File: src/pkg/fcr_map.svh
// Offsets, field positions, reset values and timing counts for the
// function control register bank; assumes a 32-bit byte-addressed bus.
`ifndef FCR_MAP_SVH
`define FCR_MAP_SVH

// ----------------------------------------
// register offsets
// ----------------------------------------
`define FCR_OFS_FCTRL0 4'h0
`define FCR_OFS_AUTOCAL0 4'h4
`define FCR_OFS_AUTOCAL1 4'h8
`define FCR_OFS_AUTOCAL2 4'hC
`define FCR_RESET_VALUE 32'h0000_0000

// ----------------------------------------
// control zero fields
// ----------------------------------------
`define FCR_FILT_LSB 20
`define FCR_FILT_MSB 25
`define FCR_KEYWIPE_BIT 8
`define FCR_RANGE_MSB 2
`define FCR_RANGE_LSB 0

// ----------------------------------------
// autocal fields
// ----------------------------------------
`define FCR_TRIM_MSB 31
`define FCR_TRIM_LSB 23
`define FCR_GAIN_MSB 19
`define FCR_GAIN_LSB 8
`define FCR_ATOMIC_BIT 4
`define FCR_INVERT_BIT 3
`define FCR_LOAD_BIT 2
`define FCR_EN_BIT 1
`define FCR_SEL_BIT 0
`define FCR_INIT_MSB 8
`define FCR_INIT_LSB 0
`define FCR_DIV_MSB 20
`define FCR_DIV_LSB 8
`define FCR_RUN_MSB 7
`define FCR_RUN_LSB 0

// ----------------------------------------
// timing
// ----------------------------------------
`define FCR_CLK_HZ 100000000
`define FCR_MS_PER_S 1000
`define FCR_MS_CYCLES (`FCR_CLK_HZ / `FCR_MS_PER_S)
`define FCR_REF_HZ 32768

`endif

File: src/pkg/fcr_pkg.sv
// Types shared by the function control register bank.
// Assumes fcr_map.svh holds all numeric constants.
package fcr_pkg;

	// calibration sequencer, gray coded along idle -> run -> finish
	typedef enum logic [1:0] {
		CAL_IDLE = 2'b00,
		CAL_RUN = 2'b01,
		CAL_FINISH = 2'b11
	} cal_state_type;

endpackage : fcr_pkg

File: src/rtl/fcr_cmd_bit.sv
// Self-clearing command bit: set by a write of 1, cleared by done.
// Assumes done is a one-cycle pulse from the operation it started.
`timescale 1ns/100ps
module fcr_cmd_bit (
	input wire logic clk,
	input wire logic sys_rst,
	input wire logic clk_en,
	input wire logic set_req,
	input wire logic done,
	output logic busy,
	output logic start
);
	import fcr_pkg::*;

	logic busy_reg;
	logic busy_next;
	logic start_reg;
	logic start_next;

	// set wins over done so a back-to-back command is never lost
	always_comb begin
		busy_next = busy_reg;
		start_next = 1'b0;
		if (set_req) begin
			busy_next = 1'b1;
			start_next = ~busy_reg | done;
		end else if (done) begin
			busy_next = 1'b0;
		end
	end

	// register only
	always_ff @(posedge clk) begin
		if (sys_rst) begin
			busy_reg <= 1'b0;
			start_reg <= 1'b0;
		end else if (clk_en) begin
			busy_reg <= busy_next;
			start_reg <= start_next;
		end
	end

	assign busy = busy_reg;
	assign start = start_reg;

endmodule : fcr_cmd_bit

File: src/rtl/function_control_registers.sv
// Function control register bank: filter enables, crystal range, key wipe
// command and internal primary oscillator calibration.
// Assumes a classic Wishbone master on the system clock and a measurement
// block that counts oscillator cycles per 32768 Hz reference period.
//
// The implementer's own choice: the Wishbone interface to the registers.
`timescale 1ns/100ps
`include "fcr_map.svh"
module function_control_registers #(
	parameter int MS_CYCLES = `FCR_MS_CYCLES,
	parameter logic [8:0] DEFAULT_TRIM = 9'h100
) (
	input wire logic clk,
	input wire logic sys_rst,
	input wire logic clk_en,
	input wire logic wb_cyc_i,
	input wire logic wb_stb_i,
	input wire logic wb_we_i,
	input wire logic [31:0] wb_adr_i,
	input wire logic [3:0] wb_sel_i,
	input wire logic [31:0] wb_dat_i,
	output logic [31:0] wb_dat_o,
	output logic wb_ack_o,
	output logic bus0_clk_line_filter_on,
	output logic bus0_dat_line_filter_on,
	output logic bus1_clk_line_filter_on,
	output logic bus1_dat_line_filter_on,
	output logic bus2_clk_line_filter_on,
	output logic bus2_dat_line_filter_on,
	output logic [2:0] crystal_range,
	output logic system_key_wipe_go,
	input wire logic system_key_wipe_done,
	input wire logic ref_tick,
	input wire logic [12:0] osc_cycle_count,
	output logic [8:0] osc_trim,
	output logic cal_active
);
	import fcr_pkg::*;

	// ----------------------------------------
	// bus slave
	// ----------------------------------------
	logic ack_reg;
	logic ack_next;
	logic [31:0] rdat_reg;
	logic [31:0] rdat_next;
	logic req;
	logic wr;
	logic mapped;
	logic [31:0] wmask;
	logic [31:0] rd_word;
	logic [3:0] ofs;

	// one request per ack; ack drops the cycle after it rose
	assign req = wb_cyc_i & wb_stb_i & ~ack_reg;
	assign wr = req & wb_we_i;
	assign mapped = (wb_adr_i[31:4] == 28'h0000000);
	assign ofs = {wb_adr_i[3:2], 2'b00};
	assign wmask = {{8{wb_sel_i[3]}}, {8{wb_sel_i[2]}}, {8{wb_sel_i[1]}}, {8{wb_sel_i[0]}}};

	// ----------------------------------------
	// field storage
	// ----------------------------------------
	logic [5:0] filt_reg;
	logic [5:0] filt_next;
	logic [2:0] range_reg;
	logic [2:0] range_next;
	logic [11:0] gain_reg;
	logic [11:0] gain_next;
	logic en_reg;
	logic en_next;
	logic sel_reg;
	logic sel_next;
	logic [8:0] init_reg;
	logic [8:0] init_next;
	logic [12:0] div_reg;
	logic [12:0] div_next;
	logic [7:0] runtime_reg;
	logic [7:0] runtime_next;
	logic [31:0] wd0;
	logic [31:0] wd1;
	logic [31:0] wd2;
	logic [31:0] wd3;
	logic wr0;
	logic wr1;
	logic wr2;
	logic wr3;

	assign wr0 = wr & mapped & (ofs == `FCR_OFS_FCTRL0);
	assign wr1 = wr & mapped & (ofs == `FCR_OFS_AUTOCAL0);
	assign wr2 = wr & mapped & (ofs == `FCR_OFS_AUTOCAL1);
	assign wr3 = wr & mapped & (ofs == `FCR_OFS_AUTOCAL2);

	// byte-lane merge of write data over the current word
	function automatic logic [31:0] merge(input logic [31:0] old, input logic [31:0] dat,
		input logic [31:0] m);
		merge = (old & ~m) | (dat & m);
	endfunction : merge

	// ----------------------------------------
	// command bits
	// ----------------------------------------
	logic wipe_busy;
	logic wipe_start;
	logic atomic_busy;
	logic atomic_start;
	logic load_busy;
	logic load_start;
	logic set_wipe;
	logic set_atomic;
	logic set_load;
	logic cal_done;

	// only a written 1 in an enabled lane starts a command
	assign set_wipe = wr0 & wmask[`FCR_KEYWIPE_BIT] & wb_dat_i[`FCR_KEYWIPE_BIT];
	assign set_atomic = wr1 & wmask[`FCR_ATOMIC_BIT] & wb_dat_i[`FCR_ATOMIC_BIT];
	assign set_load = wr1 & wmask[`FCR_LOAD_BIT] & wb_dat_i[`FCR_LOAD_BIT];

	fcr_cmd_bit u_wipe (
		.clk(clk),
		.sys_rst(sys_rst),
		.clk_en(clk_en),
		.set_req(set_wipe),
		.done(system_key_wipe_done),
		.busy(wipe_busy),
		.start(wipe_start)
	);

	fcr_cmd_bit u_atomic (
		.clk(clk),
		.sys_rst(sys_rst),
		.clk_en(clk_en),
		.set_req(set_atomic),
		.done(cal_done),
		.busy(atomic_busy),
		.start(atomic_start)
	);

	// load finishes the cycle after it starts, so done is the start pulse
	fcr_cmd_bit u_load (
		.clk(clk),
		.sys_rst(sys_rst),
		.clk_en(clk_en),
		.set_req(set_load),
		.done(load_start),
		.busy(load_busy),
		.start(load_start)
	);

	// ----------------------------------------
	// writable fields
	// ----------------------------------------
	always_comb begin
		wd0 = merge({6'h00, filt_reg, 17'h00000, range_reg}, wb_dat_i, wmask);
		wd1 = merge({12'h000, gain_reg, 6'h00, en_reg, sel_reg}, wb_dat_i, wmask);
		wd2 = merge({23'h000000, init_reg}, wb_dat_i, wmask);
		wd3 = merge({11'h000, div_reg, runtime_reg}, wb_dat_i, wmask);
		filt_next = wr0 ? wd0[`FCR_FILT_MSB:`FCR_FILT_LSB] : filt_reg;
		range_next = wr0 ? wd0[`FCR_RANGE_MSB:`FCR_RANGE_LSB] : range_reg;
		gain_next = wr1 ? wd1[`FCR_GAIN_MSB:`FCR_GAIN_LSB] : gain_reg;
		en_next = wr1 ? wd1[`FCR_EN_BIT] : en_reg;
		sel_next = wr1 ? wd1[`FCR_SEL_BIT] : sel_reg;
		init_next = wr2 ? wd2[`FCR_INIT_MSB:`FCR_INIT_LSB] : init_reg;
		div_next = wr3 ? wd3[`FCR_DIV_MSB:`FCR_DIV_LSB] : div_reg;
		runtime_next = wr3 ? wd3[`FCR_RUN_MSB:`FCR_RUN_LSB] : runtime_reg;
	end

	// register only
	always_ff @(posedge clk) begin
		if (sys_rst) begin
			filt_reg <= 6'h00;
			range_reg <= 3'h0;
			gain_reg <= 12'h000;
			en_reg <= 1'b0;
			sel_reg <= 1'b0;
			init_reg <= 9'h000;
			div_reg <= 13'h0000;
			runtime_reg <= 8'h00;
		end else if (clk_en) begin
			filt_reg <= filt_next;
			range_reg <= range_next;
			gain_reg <= gain_next;
			en_reg <= en_next;
			sel_reg <= sel_next;
			init_reg <= init_next;
			div_reg <= div_next;
			runtime_reg <= runtime_next;
		end
	end

	// ----------------------------------------
	// calibration sequencer
	// ----------------------------------------
	cal_state_type state_reg;
	cal_state_type state_next;
	logic [$clog2(MS_CYCLES)-1:0] ms_cnt_reg;
	logic [$clog2(MS_CYCLES)-1:0] ms_cnt_next;
	logic [7:0] ms_left_reg;
	logic [7:0] ms_left_next;
	logic ms_wrap;

	assign ms_wrap = (ms_cnt_reg == ($clog2(MS_CYCLES))'(MS_CYCLES - 1));
	assign cal_done = (state_reg == CAL_FINISH);

	// a zero runtime ends at once rather than running forever
	always_comb begin
		state_next = state_reg;
		ms_cnt_next = ms_cnt_reg;
		ms_left_next = ms_left_reg;
		case (state_reg)
			CAL_IDLE: begin
				if (atomic_start) begin
					ms_cnt_next = '0;
					ms_left_next = runtime_reg;
					state_next = (runtime_reg == 8'h00) ? CAL_FINISH : CAL_RUN;
				end
			end
			CAL_RUN: begin
				ms_cnt_next = ms_wrap ? '0 : ms_cnt_reg + 1'b1;
				if (ms_wrap) begin
					ms_left_next = ms_left_reg - 8'h01;
					if (ms_left_reg == 8'h01) begin
						state_next = CAL_FINISH;
					end
				end
			end
			CAL_FINISH: begin
				state_next = CAL_IDLE;
			end
			default: begin
				state_next = CAL_IDLE;
			end
		endcase
	end

	// register only
	always_ff @(posedge clk) begin
		if (sys_rst) begin
			state_reg <= CAL_IDLE;
			ms_cnt_reg <= '0;
			ms_left_reg <= 8'h00;
		end else if (clk_en) begin
			state_reg <= state_next;
			ms_cnt_reg <= ms_cnt_next;
			ms_left_reg <= ms_left_next;
		end
	end

	// ----------------------------------------
	// trim adaptation
	// ----------------------------------------
	logic [8:0] trim_reg;
	logic [8:0] trim_next;
	logic invert_reg;
	logic invert_next;
	logic dir_up_reg;
	logic dir_up_next;
	logic adapting;
	logic [12:0] target;
	logic [9:0] step;
	logic [9:0] sum;

	assign adapting = (state_reg == CAL_RUN) | en_reg;
	assign target = (div_reg == 13'h0000) ? 13'h0001 : div_reg;
	// larger gain, larger trim step; high gain bits keep steps coarse
	assign step = {6'h00, gain_reg[11:8]} + 10'h001;

	// load overrides adaptation in the same cycle
	always_comb begin
		trim_next = trim_reg;
		invert_next = invert_reg;
		dir_up_next = dir_up_reg;
		sum = 10'h000;
		if (load_start) begin
			trim_next = init_reg;
		end else if (adapting & ref_tick & (osc_cycle_count != target)) begin
			// slow oscillator: raise trim, saturating at both ends
			if (osc_cycle_count < target) begin
				sum = {1'b0, trim_reg} + step;
				trim_next = sum[9] ? 9'h1FF : sum[8:0];
				dir_up_next = 1'b1;
			end else begin
				sum = {1'b0, trim_reg} - step;
				trim_next = sum[9] ? 9'h000 : sum[8:0];
				dir_up_next = 1'b0;
			end
			invert_next = (dir_up_next != dir_up_reg);
		end
	end

	// register only
	always_ff @(posedge clk) begin
		if (sys_rst) begin
			trim_reg <= 9'h000;
			invert_reg <= 1'b0;
			dir_up_reg <= 1'b0;
		end else if (clk_en) begin
			trim_reg <= trim_next;
			invert_reg <= invert_next;
			dir_up_reg <= dir_up_next;
		end
	end

	// ----------------------------------------
	// read mux and answer
	// ----------------------------------------
	always_comb begin
		rd_word = 32'h0000_0000;
		case (ofs)
			`FCR_OFS_FCTRL0: begin
				rd_word = {6'h00, filt_reg, 11'h000, wipe_busy, 5'h00, range_reg};
			end
			`FCR_OFS_AUTOCAL0: begin
				rd_word = {trim_reg, 3'h0, gain_reg, 3'h0, atomic_busy, invert_reg,
					load_busy, en_reg, sel_reg};
			end
			`FCR_OFS_AUTOCAL1: begin
				rd_word = {23'h000000, init_reg};
			end
			`FCR_OFS_AUTOCAL2: begin
				rd_word = {11'h000, div_reg, runtime_reg};
			end
			default: begin
				rd_word = 32'h0000_0000;
			end
		endcase
		// unmapped addresses still ack, reading zero
		if (!mapped) begin
			rd_word = 32'h0000_0000;
		end
		ack_next = req;
		rdat_next = (req & ~wb_we_i) ? rd_word : rdat_reg;
	end

	// register only
	always_ff @(posedge clk) begin
		if (sys_rst) begin
			ack_reg <= 1'b0;
			rdat_reg <= `FCR_RESET_VALUE;
		end else if (clk_en) begin
			ack_reg <= ack_next;
			rdat_reg <= rdat_next;
		end
	end

	// ----------------------------------------
	// output stage
	// ----------------------------------------
	logic [8:0] otrim_reg;
	logic [8:0] otrim_next;

	// oscillator sees zero trim from reset, then default trim until software selects calibrated trim
	always_comb begin
		otrim_next = sel_reg ? trim_reg : DEFAULT_TRIM;
	end

	// register only
	always_ff @(posedge clk) begin
		if (sys_rst) begin
			otrim_reg <= 9'h000;
		end else if (clk_en) begin
			otrim_reg <= otrim_next;
		end
	end

	assign wb_ack_o = ack_reg;
	assign wb_dat_o = rdat_reg;
	assign {bus2_clk_line_filter_on, bus2_dat_line_filter_on, bus1_clk_line_filter_on,
		bus1_dat_line_filter_on, bus0_clk_line_filter_on, bus0_dat_line_filter_on} = filt_reg;
	assign crystal_range = range_reg;
	assign system_key_wipe_go = wipe_busy;
	assign osc_trim = otrim_reg;
	assign cal_active = atomic_busy;

endmodule : function_control_registers

File: config.mk
export PLATFORM = sky130hd
export DESIGN_NAME = function_control_registers
export DESIGN_NICKNAME = d
export VERILOG_FILES = /design/src/pkg/fcr_pkg.sv /design/src/rtl/fcr_cmd_bit.sv /design/src/rtl/function_control_registers.sv
export VERILOG_INCLUDE_DIRS = /design/src /design/src/pkg
export SDC_FILE = /design/constraint.sdc
export NUM_CORES = 1
export LEC_CHECK = 0
export ABC_AREA = 1
export BUFFER_PORTS_ARGS = -buffer_cell sky130_fd_sc_hd__buf_4
export CORE_MARGIN = 1.5
export CORE_UTILIZATION = 30
export DETAILED_ROUTE_END_ITERATION = 7
export GPL_TIMING_DRIVEN = 0
export HOLD_SLACK_MARGIN = 0.08
export PLACE_DENSITY = 0.47
export SYNTH_ARGS = -nofsm -noshare
export SYNTH_HDL_FRONTEND = slang
export SYNTH_HIERARCHICAL = 1
export SYNTH_SLANG_ARGS = --single-unit
File: constraint.sdc
create_clock -name clk -period 2.8 [get_ports clk]
set_input_delay 0.28 -clock clk [delete_from_list [all_inputs] [get_ports clk]]
set_output_delay 0.28 -clock clk [all_outputs]
set_load 0.02 [all_outputs]
---- After elaboration in Yosys (flattened, before gate mapping) ----
Index checks and enable logic that the tools add are counted.
storage, ports and cells
  bits in registers ....................... 138
  latch bits .............................. 0
  RAM bits ................................ 0
  bits in read-only memories .............. 0
  word-level logic and storage cells ...... 128
  memories kept ........................... 0
cells by class
  add/subtract/negate cells ............... 5
  multipliers ............................. 0
  div/mod/pow operators ................... 0
  order comparisons ....................... 1
  equal/unequal tests ..................... 12
  shift operators ......................... 0
  multiplexer cells ....................... 31
  bitwise operators ....................... 34
  reductions and logical operators ........ 23
operators by type and width
  cell                                                              number
  32-bit one-hot mux with 4 select lines                            1
  9-bit 2-to-1 mux                                                  6
  26-bit bitwise AND                                                2
  17-bit 2-to-1 mux                                                 2
  17-bit one-hot mux with 2 select lines                            1
  32-bit 2-to-1 mux                                                 1
  28-bit logical NOT                                                1
  26-bit NOT                                                        1
  26-bit OR                                                         1
  21-bit bitwise AND                                                1
  21-bit OR                                                         1
  20-bit bitwise AND                                                1
  20-bit OR                                                         1
  2-bit AND reduction                                               9
  17-bit by 1-bit adder with 17-bit output (second input constant)  1
  17-bit equality test (second input constant)                      1
  1-bit bitwise AND                                                 16
  8-bit 2-to-1 mux                                                  2
  8-bit one-hot mux with 2 select lines                             1
  13-bit logical NOT                                                1
  13-bit less-than comparator                                       1
  13-bit 2-to-1 mux                                                 1
  13-bit != test                                                    1
  1-bit 2-to-1 mux                                                  11
  22 further kinds                                                  41

---- Longest topological paths before layout ----
Gate-level depths: netlist of run 1.
  depth after elaboration ................. 9
  mapped depth ............................ 16
  gate-level depth less buffers ........... 15

---- By module ----
The synthesis of run 1 kept the hierarchy.
by module, submodules not included
  module                      instances  cells an instance  area each (sq um)  seq. area each (sq um)
  function_control_registers  1          1044               7106.8             2662.6
  fcr_cmd_bit                 3          15                 95.1               40.0

---- Worst setup path after synthesis of run 1 ----
No wires, ideal clock.
  path type ............................... register to register
  start point ............................. register with a tool-made name
  end point ............................... register trim_reg[4]
  library setup time ...................... 0.132 ns
  data arrival time ....................... 1.892 ns
  data required time ...................... 2.668 ns
  slack ................................... 0.776 ns
  cell stages (with the launch flop) ...... 14
  path buffers ............................ 1
  clock period less this slack ............ 2.024 ns
  path through ............................ dfxtp_1 > ha_1 > xor2_1 > ha_1 > buf_2 > or2_2 > nand2_1 > nand3_1 > nand2_1 > nor2_1 > nand2_1 > nand3_1 > nand2_1 > a21oi_1
RTL lines
  element               RTL line                           text
  to (signal assigned)  function_control_registers.sv:298  trim_reg <= trim_next;
  to (decl)             function_control_registers.sv:252  logic [8:0] trim_reg;

==> flow_summary.ini, run 1 <==
[worst_setup_path]
crit_type = register to register
cp-start-kind = register
r2r-end = trim_reg[6]
crit_arrival_ns = 2.84
reg2regPathDepth = 12
worstPathRequired_ns = 3.12
crit_fanout = 7
worstSetupEndpointType = register
reg2reg_setup_slack_ns = 0.27

[floorplan]
start_util = 0.3041
die_w_um = 159.5
die_area_sq_um = 25450
die_y_um = 159.5
row_count = 57
io_pins = 142
coreArea_sq_um = 24180

[routing]
vias_per_cell = 4.793
vias = 7577
finalWirelength_um = 25490
firstDrtPassIters = 5
ant_nets = 0
drc_errors = 0
avgRoutedWirePerCell_um = 16.13
drt_first_iter_violations = 470

[global_route]
grt_max_degree = 17
grt_pass1_vias = 7315
track_usage = 0.2032
antenna_found_initial = 0
grt_first_pass_wirelength_um = 40080
globalRoute.totalOverflow = 0

[pwr]
totalPowerFinal_mw = 4.579
switching_share = 0.2434
p_comb_frac = 0.077
power.density_nw_per_um2 = 486.3
p_int_mw = 3.465
leakagePower_nw = 4.096
p_seq_frac = 0.432
power_switching_mw = 1.115
clockPowerShare = 0.491
ir_worst_vdd_uv = 360.4

[sta]
hold_slack_ns = 0.08742
skew_ns = 0.007998
clock.fmax_ghz = 0.3955
fin_tns_setup_ns = 0
slew_headroom = 0.4059
tightest_slew_ns = 0.8879
finalCritPeriodShare = 0.9030
hold_viol_final = 0
min_period_ns = 2.529
setup_viol = 0
rsz0062_at_grt = false
drv_slew = 0

[run_status]
status = completed

[place]
port_buffers = 133
hpwlAfterDp_um = 19770
gp_congestion = 0.8509

[logic_synthesis]
synth_fp_nets = 1202
synth_cells = 1084
yosys_warnings = 6
synth_area_sq_um = 7352
avgSynthCellArea_sq_um = 6.782

[clocking]
ctsResizeCount = 0
h-tree-depth = 4
cts_buffers = 17
cts_hold_buf = 8
cts_setup_buffers = 0
cts_sinks = 138
clockRootBuffer = clkbuf_16
clk_path_buf_depth = 2
path_clk_slew_ns = 0.06
cts_tree = built
clkLatencyLatePin_ns = 0.43

[job]
max-cap-violations = 0

[final_layout]
finalNetCount = 1362
diodes = 0
syn2layout_area_growth_pct = 28.08
drive_gt1_frac = 0.1583
fillers = 2629

[worst_hold_path]
whs_path_depth = 3
min_from = wb_dat_i[12]
hp-class = input pin to register
## final cells by class
| class | instances | area [sq um] | area share |
|---|---|---|---|
| Timing Repair Buffer | 141 | 1079 | 0.1145 |
| Sequential cell | 138 | 2763 | 0.2934 |
| Buffer | 41 | 175.2 | 0.01860 |
| Tap cell | 324 | 405.4 | 0.04305 |
| Inverter | 125 | 471.7 | 0.05009 |
| Clock buffer | 20 | 456.7 | 0.04850 |
| Multi-Input combinational cell | 780 | 3943 | 0.4187 |
| Clock inverter | 12 | 123.9 | 0.01315 |
## stage by stage
stage               utilization  std cells  instance area (sq um)  setup WS, ns
floorplan                     -       1084                   7352        0.7759
global placement         0.3622       1541                   8756        0.2865
detailed placement       0.3622       1541                   8756        0.2751
CTS                      0.3895       1581                   9417        0.2613
global route             0.3895       1581                   9417       0.06608
finish                   0.3895       1581                   9417        0.2715
## metal layers
metal	vias to the layer above	share of wire	global-route usage
li1	3888	-	-
met1	3473	0.47	0.2717
met2	190	0.46	0.3319
met3	26	0.051	0.03777
met4	0	0.017	0.06046
met5	-	0	0
## worst max-delay path by stage
stage | startpoint | end | slack [ns]
floorplan | register | trim_reg[4] | 0.78
global placement | register | trim_reg[3] | 0.29
detailed placement | register | trim_reg[3] | 0.28
CTS | register | trim_reg[3] | 0.26
global route | register | trim_reg[6] | 0.07
finish | register | trim_reg[6] | 0.27
## critical path: stages (launching register included)
cell	delay, ns
dfxtp_1	0.37
ha_1	0.21
nand3_1	0.14
ha_1	0.46
inv_1	0.17
a21oi_1	0.27
nand2_1	0.09
nand2_1	0.08
nand2_1	0.10
nor2_1	0.22
nand2_1	0.09
nand3_1	0.12
a21oi_1	0.08
## power by group through the flow
stage	registers, mW	clock network, mW	logic [mW]
6_report	1.98	2.25	0.351
5_1_grt	1.98	2.37	0.388
4_1_cts	1.98	2.29	0.352
3_5_place_dp	2.02	0	0.342
3_3_place_gp	2.02	0	0.340
2_1_floorplan	2.03	0	0.149
## cells in the final DEF (no fill, tap or decap), types with 3 or more instances in the layout
| cell type | count |
|---|---|
| a211oi_1 | 4 |
| a21oi_1 | 104 |
| a21oi_2 | 3 |
| a22oi_1 | 8 |
| buf_2 | 11 |
| buf_4 | 133 |
| clkbuf_1 | 29 |
| clkbuf_16 | 17 |
| clkinv_1 | 3 |
| clkinv_2 | 6 |
| clkinv_4 | 3 |
| dfxtp_1 | 138 |
| dlygate4sd3_1 | 8 |
| ha_1 | 27 |
| inv_1 | 120 |
| nand2_1 | 237 |
| nand3_1 | 86 |
| nand4_1 | 18 |
| nor2_1 | 126 |
| nor2_4 | 3 |
| nor3_1 | 11 |
| nor3_2 | 3 |
| o2111ai_1 | 4 |
| o21ai_0 | 93 |
| o22ai_1 | 10 |
| or2_2 | 5 |
| xnor2_1 | 4 |
| xor2_1 | 11 |
No activity file was read; power rests on OpenSTA's default activity.
==> inputs of run 2 (changes only) <==
--- a/config.mk
+++ b/config.mk
@@ -8,13 +8,15 @@
 export LEC_CHECK = 0
 export ABC_AREA = 1
 export BUFFER_PORTS_ARGS = -buffer_cell sky130_fd_sc_hd__buf_4
+export CELL_PAD_IN_SITES_DETAIL_PLACEMENT = 0
+export CELL_PAD_IN_SITES_GLOBAL_PLACEMENT = 1
 export CORE_MARGIN = 1.5
 export CORE_UTILIZATION = 30
 export DETAILED_ROUTE_END_ITERATION = 7
 export GPL_TIMING_DRIVEN = 0
 export HOLD_SLACK_MARGIN = 0.08
-export PLACE_DENSITY = 0.47
+export PLACE_DENSITY = 0.62
+export RECOVER_POWER = 50
 export SYNTH_ARGS = -nofsm -noshare
 export SYNTH_HDL_FRONTEND = slang
-export SYNTH_HIERARCHICAL = 1
 export SYNTH_SLANG_ARGS = --single-unit
==> run 2 against run 1 <==
  * Area after synthesis fell by 0.88%
  * Sequential share of layout area rose by 1.1 points
  * Largest cell class unchanged
  * Clock power up 5%
  * Sequential power hardly changed
  * Final area shrank 3.5%
  * Clock skew grew 0.0029 ns
  * Register-to-register slack worse by 0.04 ns
  * Global-route usage rose by 0.27 points
  * Die area shrank 0.87%
  * Non-clock buffer count down 5
  * Final cell count fell by 1.2%
  * Via count is 1.0% lower
==> flow_summary.ini, run 2 <==
[sta]
skew_ns = 0.01092
tightest_slew_ns = 0.8268
finalCritPeriodShare = 0.9164
fin_tns_setup_ns = 0
worst_slack_ns = 0.2342
min_period_ns = 2.566
setup_viol = 0
rsz0062_at_grt = false
hold_viol_final = 0
clock.fmax_ghz = 0.3897
drv_slew = 0
slew_headroom = 0.4488

[logic_synthesis]
yosys.area.top_type = dfxtp_1
synth.most_common_cell = nand2_1
ys_top_cells_by_count = nand2_1, dfxtp_1, a21oi_1
synth_edf_count = 0
synth_fp_nets = 1194
yosys_warnings = 0
synth_cells = 1076
synth_area_sq_um = 7287
async_flop_share = 0
synth.area.top_cells = dfxtp_1, nand2_1, a21oi_1
synth_cell_types = 38
synth_seq_cells = 138
yosysSeqAreaShare = 0.3791
avgSynthCellArea_sq_um = 6.772
ys.flop_type = dfxtp_1
synth.top_cell.area_share = 0.3791

[routing]
finalWirelength_um = 25610
vias = 7500
drc_errors = 0
drt_first_iter_violations = 464
ant_nets = 0
avgRoutedWirePerCell_um = 16.40
vias_per_cell = 4.802
firstDrtPassIters = 5

[global_route]
antenna_found_initial = 0
use_met3 = 0.03945
use_met1 = 0.2844
grt-busiest-layer = met2
grt_max_degree = 17
grt_first_pass_wirelength_um = 40490
track_usage = 0.2059
met2_usage = 0.3341
globalRoute.totalOverflow = 0
grt_pass1_vias = 7173

[worst_hold_path]
hp-class = input pin to register

[worst_setup_path]
crit_arrival_ns = 2.87
cp-start-kind = register
worstPathRequired_ns = 3.10
crit_type = register to register
cpPeakStageDelay_ns = 0.42
crit_fanout = 7
cp_top_family = simple AND/OR/NAND/NOR gates
critical-path-slowest-cell = dfxtp_1
critPathBufInv = 2
worstSetupEndpointType = register
crit_path_frequent_cell = nor2_1
worstPathCellList = nand3_1 > xor2_1 > ha_1 > inv_1 > nor2_1 > nand2_1 > nand3_1 > nand2_1 > inv_1 > nor2_1 > nor2_1 > o21ai_1 > a21oi_1

[final_layout]
register_area_sq_um = 2763
drive_gt1_frac = 0.1150
fillers = 2701
layout_commonest_cell = nand2_1
multiInputGateArea_sq_um = 3861
finalNetCount = 1350
layout_common_cells = nand2_1, dfxtp_1, a21oi_1
syn2layout_area_growth_pct = 24.71
diodes = 0

[floorplan]
coreArea_sq_um = 23680
die_area_sq_um = 25230
io_pins = 142
start_util = 0.3077
row_count = 56
die_w_um = 158.9
die_y_um = 158.9

[clocking]
h-tree-depth = 4
clockRootBuffer = clkbuf_16
cts_tree = built
cts_buffers = 17
clk_path_buf_depth = 2
clkLatencyLatePin_ns = 0.42
path_clk_slew_ns = 0.06
cts_sinks = 138

[pwr]
power.density_nw_per_um2 = 507.3
leakagePower_nw = 3.671
ir_worst_vdd_uv = 339.3

[place]
gp_congestion = 0.8359
hpwlAfterDp_um = 20060
port_buffers = 132
dp_slack_ns = 0.2507

[run_status]
status = completed

[job]
max-cap-violations = 0
-- run 2: path summary, 6_finish.rpt --
kind	from	cells past startpoint	slack [ns]	endpoint
max	register	13	0.23	trim_reg[1]
min reg2reg	register	2	0.45	register
max reg2reg	register	13	0.23	trim_reg[1]
min	wb_dat_i[20]	3	0.09	register
-- run 2: stage by stage --
step / total power, mW / utilization / std cells / instance area (sq um) / hold slack [ns]
after detailed placement: 2.297 / 0.3664 / 1527 / 8677 / 0.4377
after CTS: 4.660 / 0.3943 / 1562 / 9338 / 0.08351
final: 4.610 / 0.3837 / 1562 / 9087 / 0.09140
after global placement: 2.297 / 0.3664 / 1527 / 8677 / 0.4358
after floorplan: 2.125 / - / 1076 / 7287 / 0.4149
after global routing: 4.767 / 0.3837 / 1562 / 9087 / 0.08530
-- run 2: timing repair --
item                                    CTS  global route
setup buffers                             0             0
endpoints found under the hold margin     5             0
endpoints found under the setup margin    0             1
hold buffers                              5             0
gates resized for setup                   0             1
-- run 2: cell families (layout without fill, tap and decap cells) --
kind of cell / count (synthesis) / in the layout / synth area share
AOI/OAI and AO/OA: 260 / 260 / 0.1872
and+or+nand+nor: 483 / 483 / 0.2842
adders and majority gates: 29 / 29 / 0.05185
DFF: 138 / 138 / 0.3791
buffers and inverters: 155 / 322 / 0.08448
xor gates and xnor gates: 11 / 11 / 0.01322
-- run 2: where the power goes --
group / switching (mW) / leakage [nW] / internal, mW
Combinational: 0.164 / 2.27 / 0.113
Clock: 0.896 / 0.290 / 1.46
Sequential: 0.00303 / 1.11 / 1.97
-- run 2: routing by layer --
| metal | part of all wire | routed length, um |
|---|---|---|
| met1 | 0.50 | 12680 |
| met2 | 0.46 | 11770 |
| met3 | 0.039 | 992 |
| met4 | 0.0068 | 175 |
| met5 | 0 | 0 |
-- run 2: cell type report --
type | instances | share of cell area
repair buffers | 137 | 0.09266
flip-flops and latches | 138 | 0.3040
plain buffers | 40 | 0.01969
multi-input cells | 783 | 0.4249
well taps | 319 | 0.04392
clock buffers | 20 | 0.05136
inverters | 115 | 0.04764
clock inverters | 10 | 0.01583
-- run 2: worst register-to-register path, cell delays in order, from the launching register on --
cell and delay [ns]:
dfxtp_1 0.42, nand3_1 0.12, xor2_1 0.32, ha_1 0.33
inv_1 0.19, nor2_1 0.08, nand2_1 0.07, nand3_1 0.14
nand2_1 0.27, inv_1 0.10, nor2_1 0.10, nor2_1 0.05
o21ai_1 0.19, a21oi_1 0.08
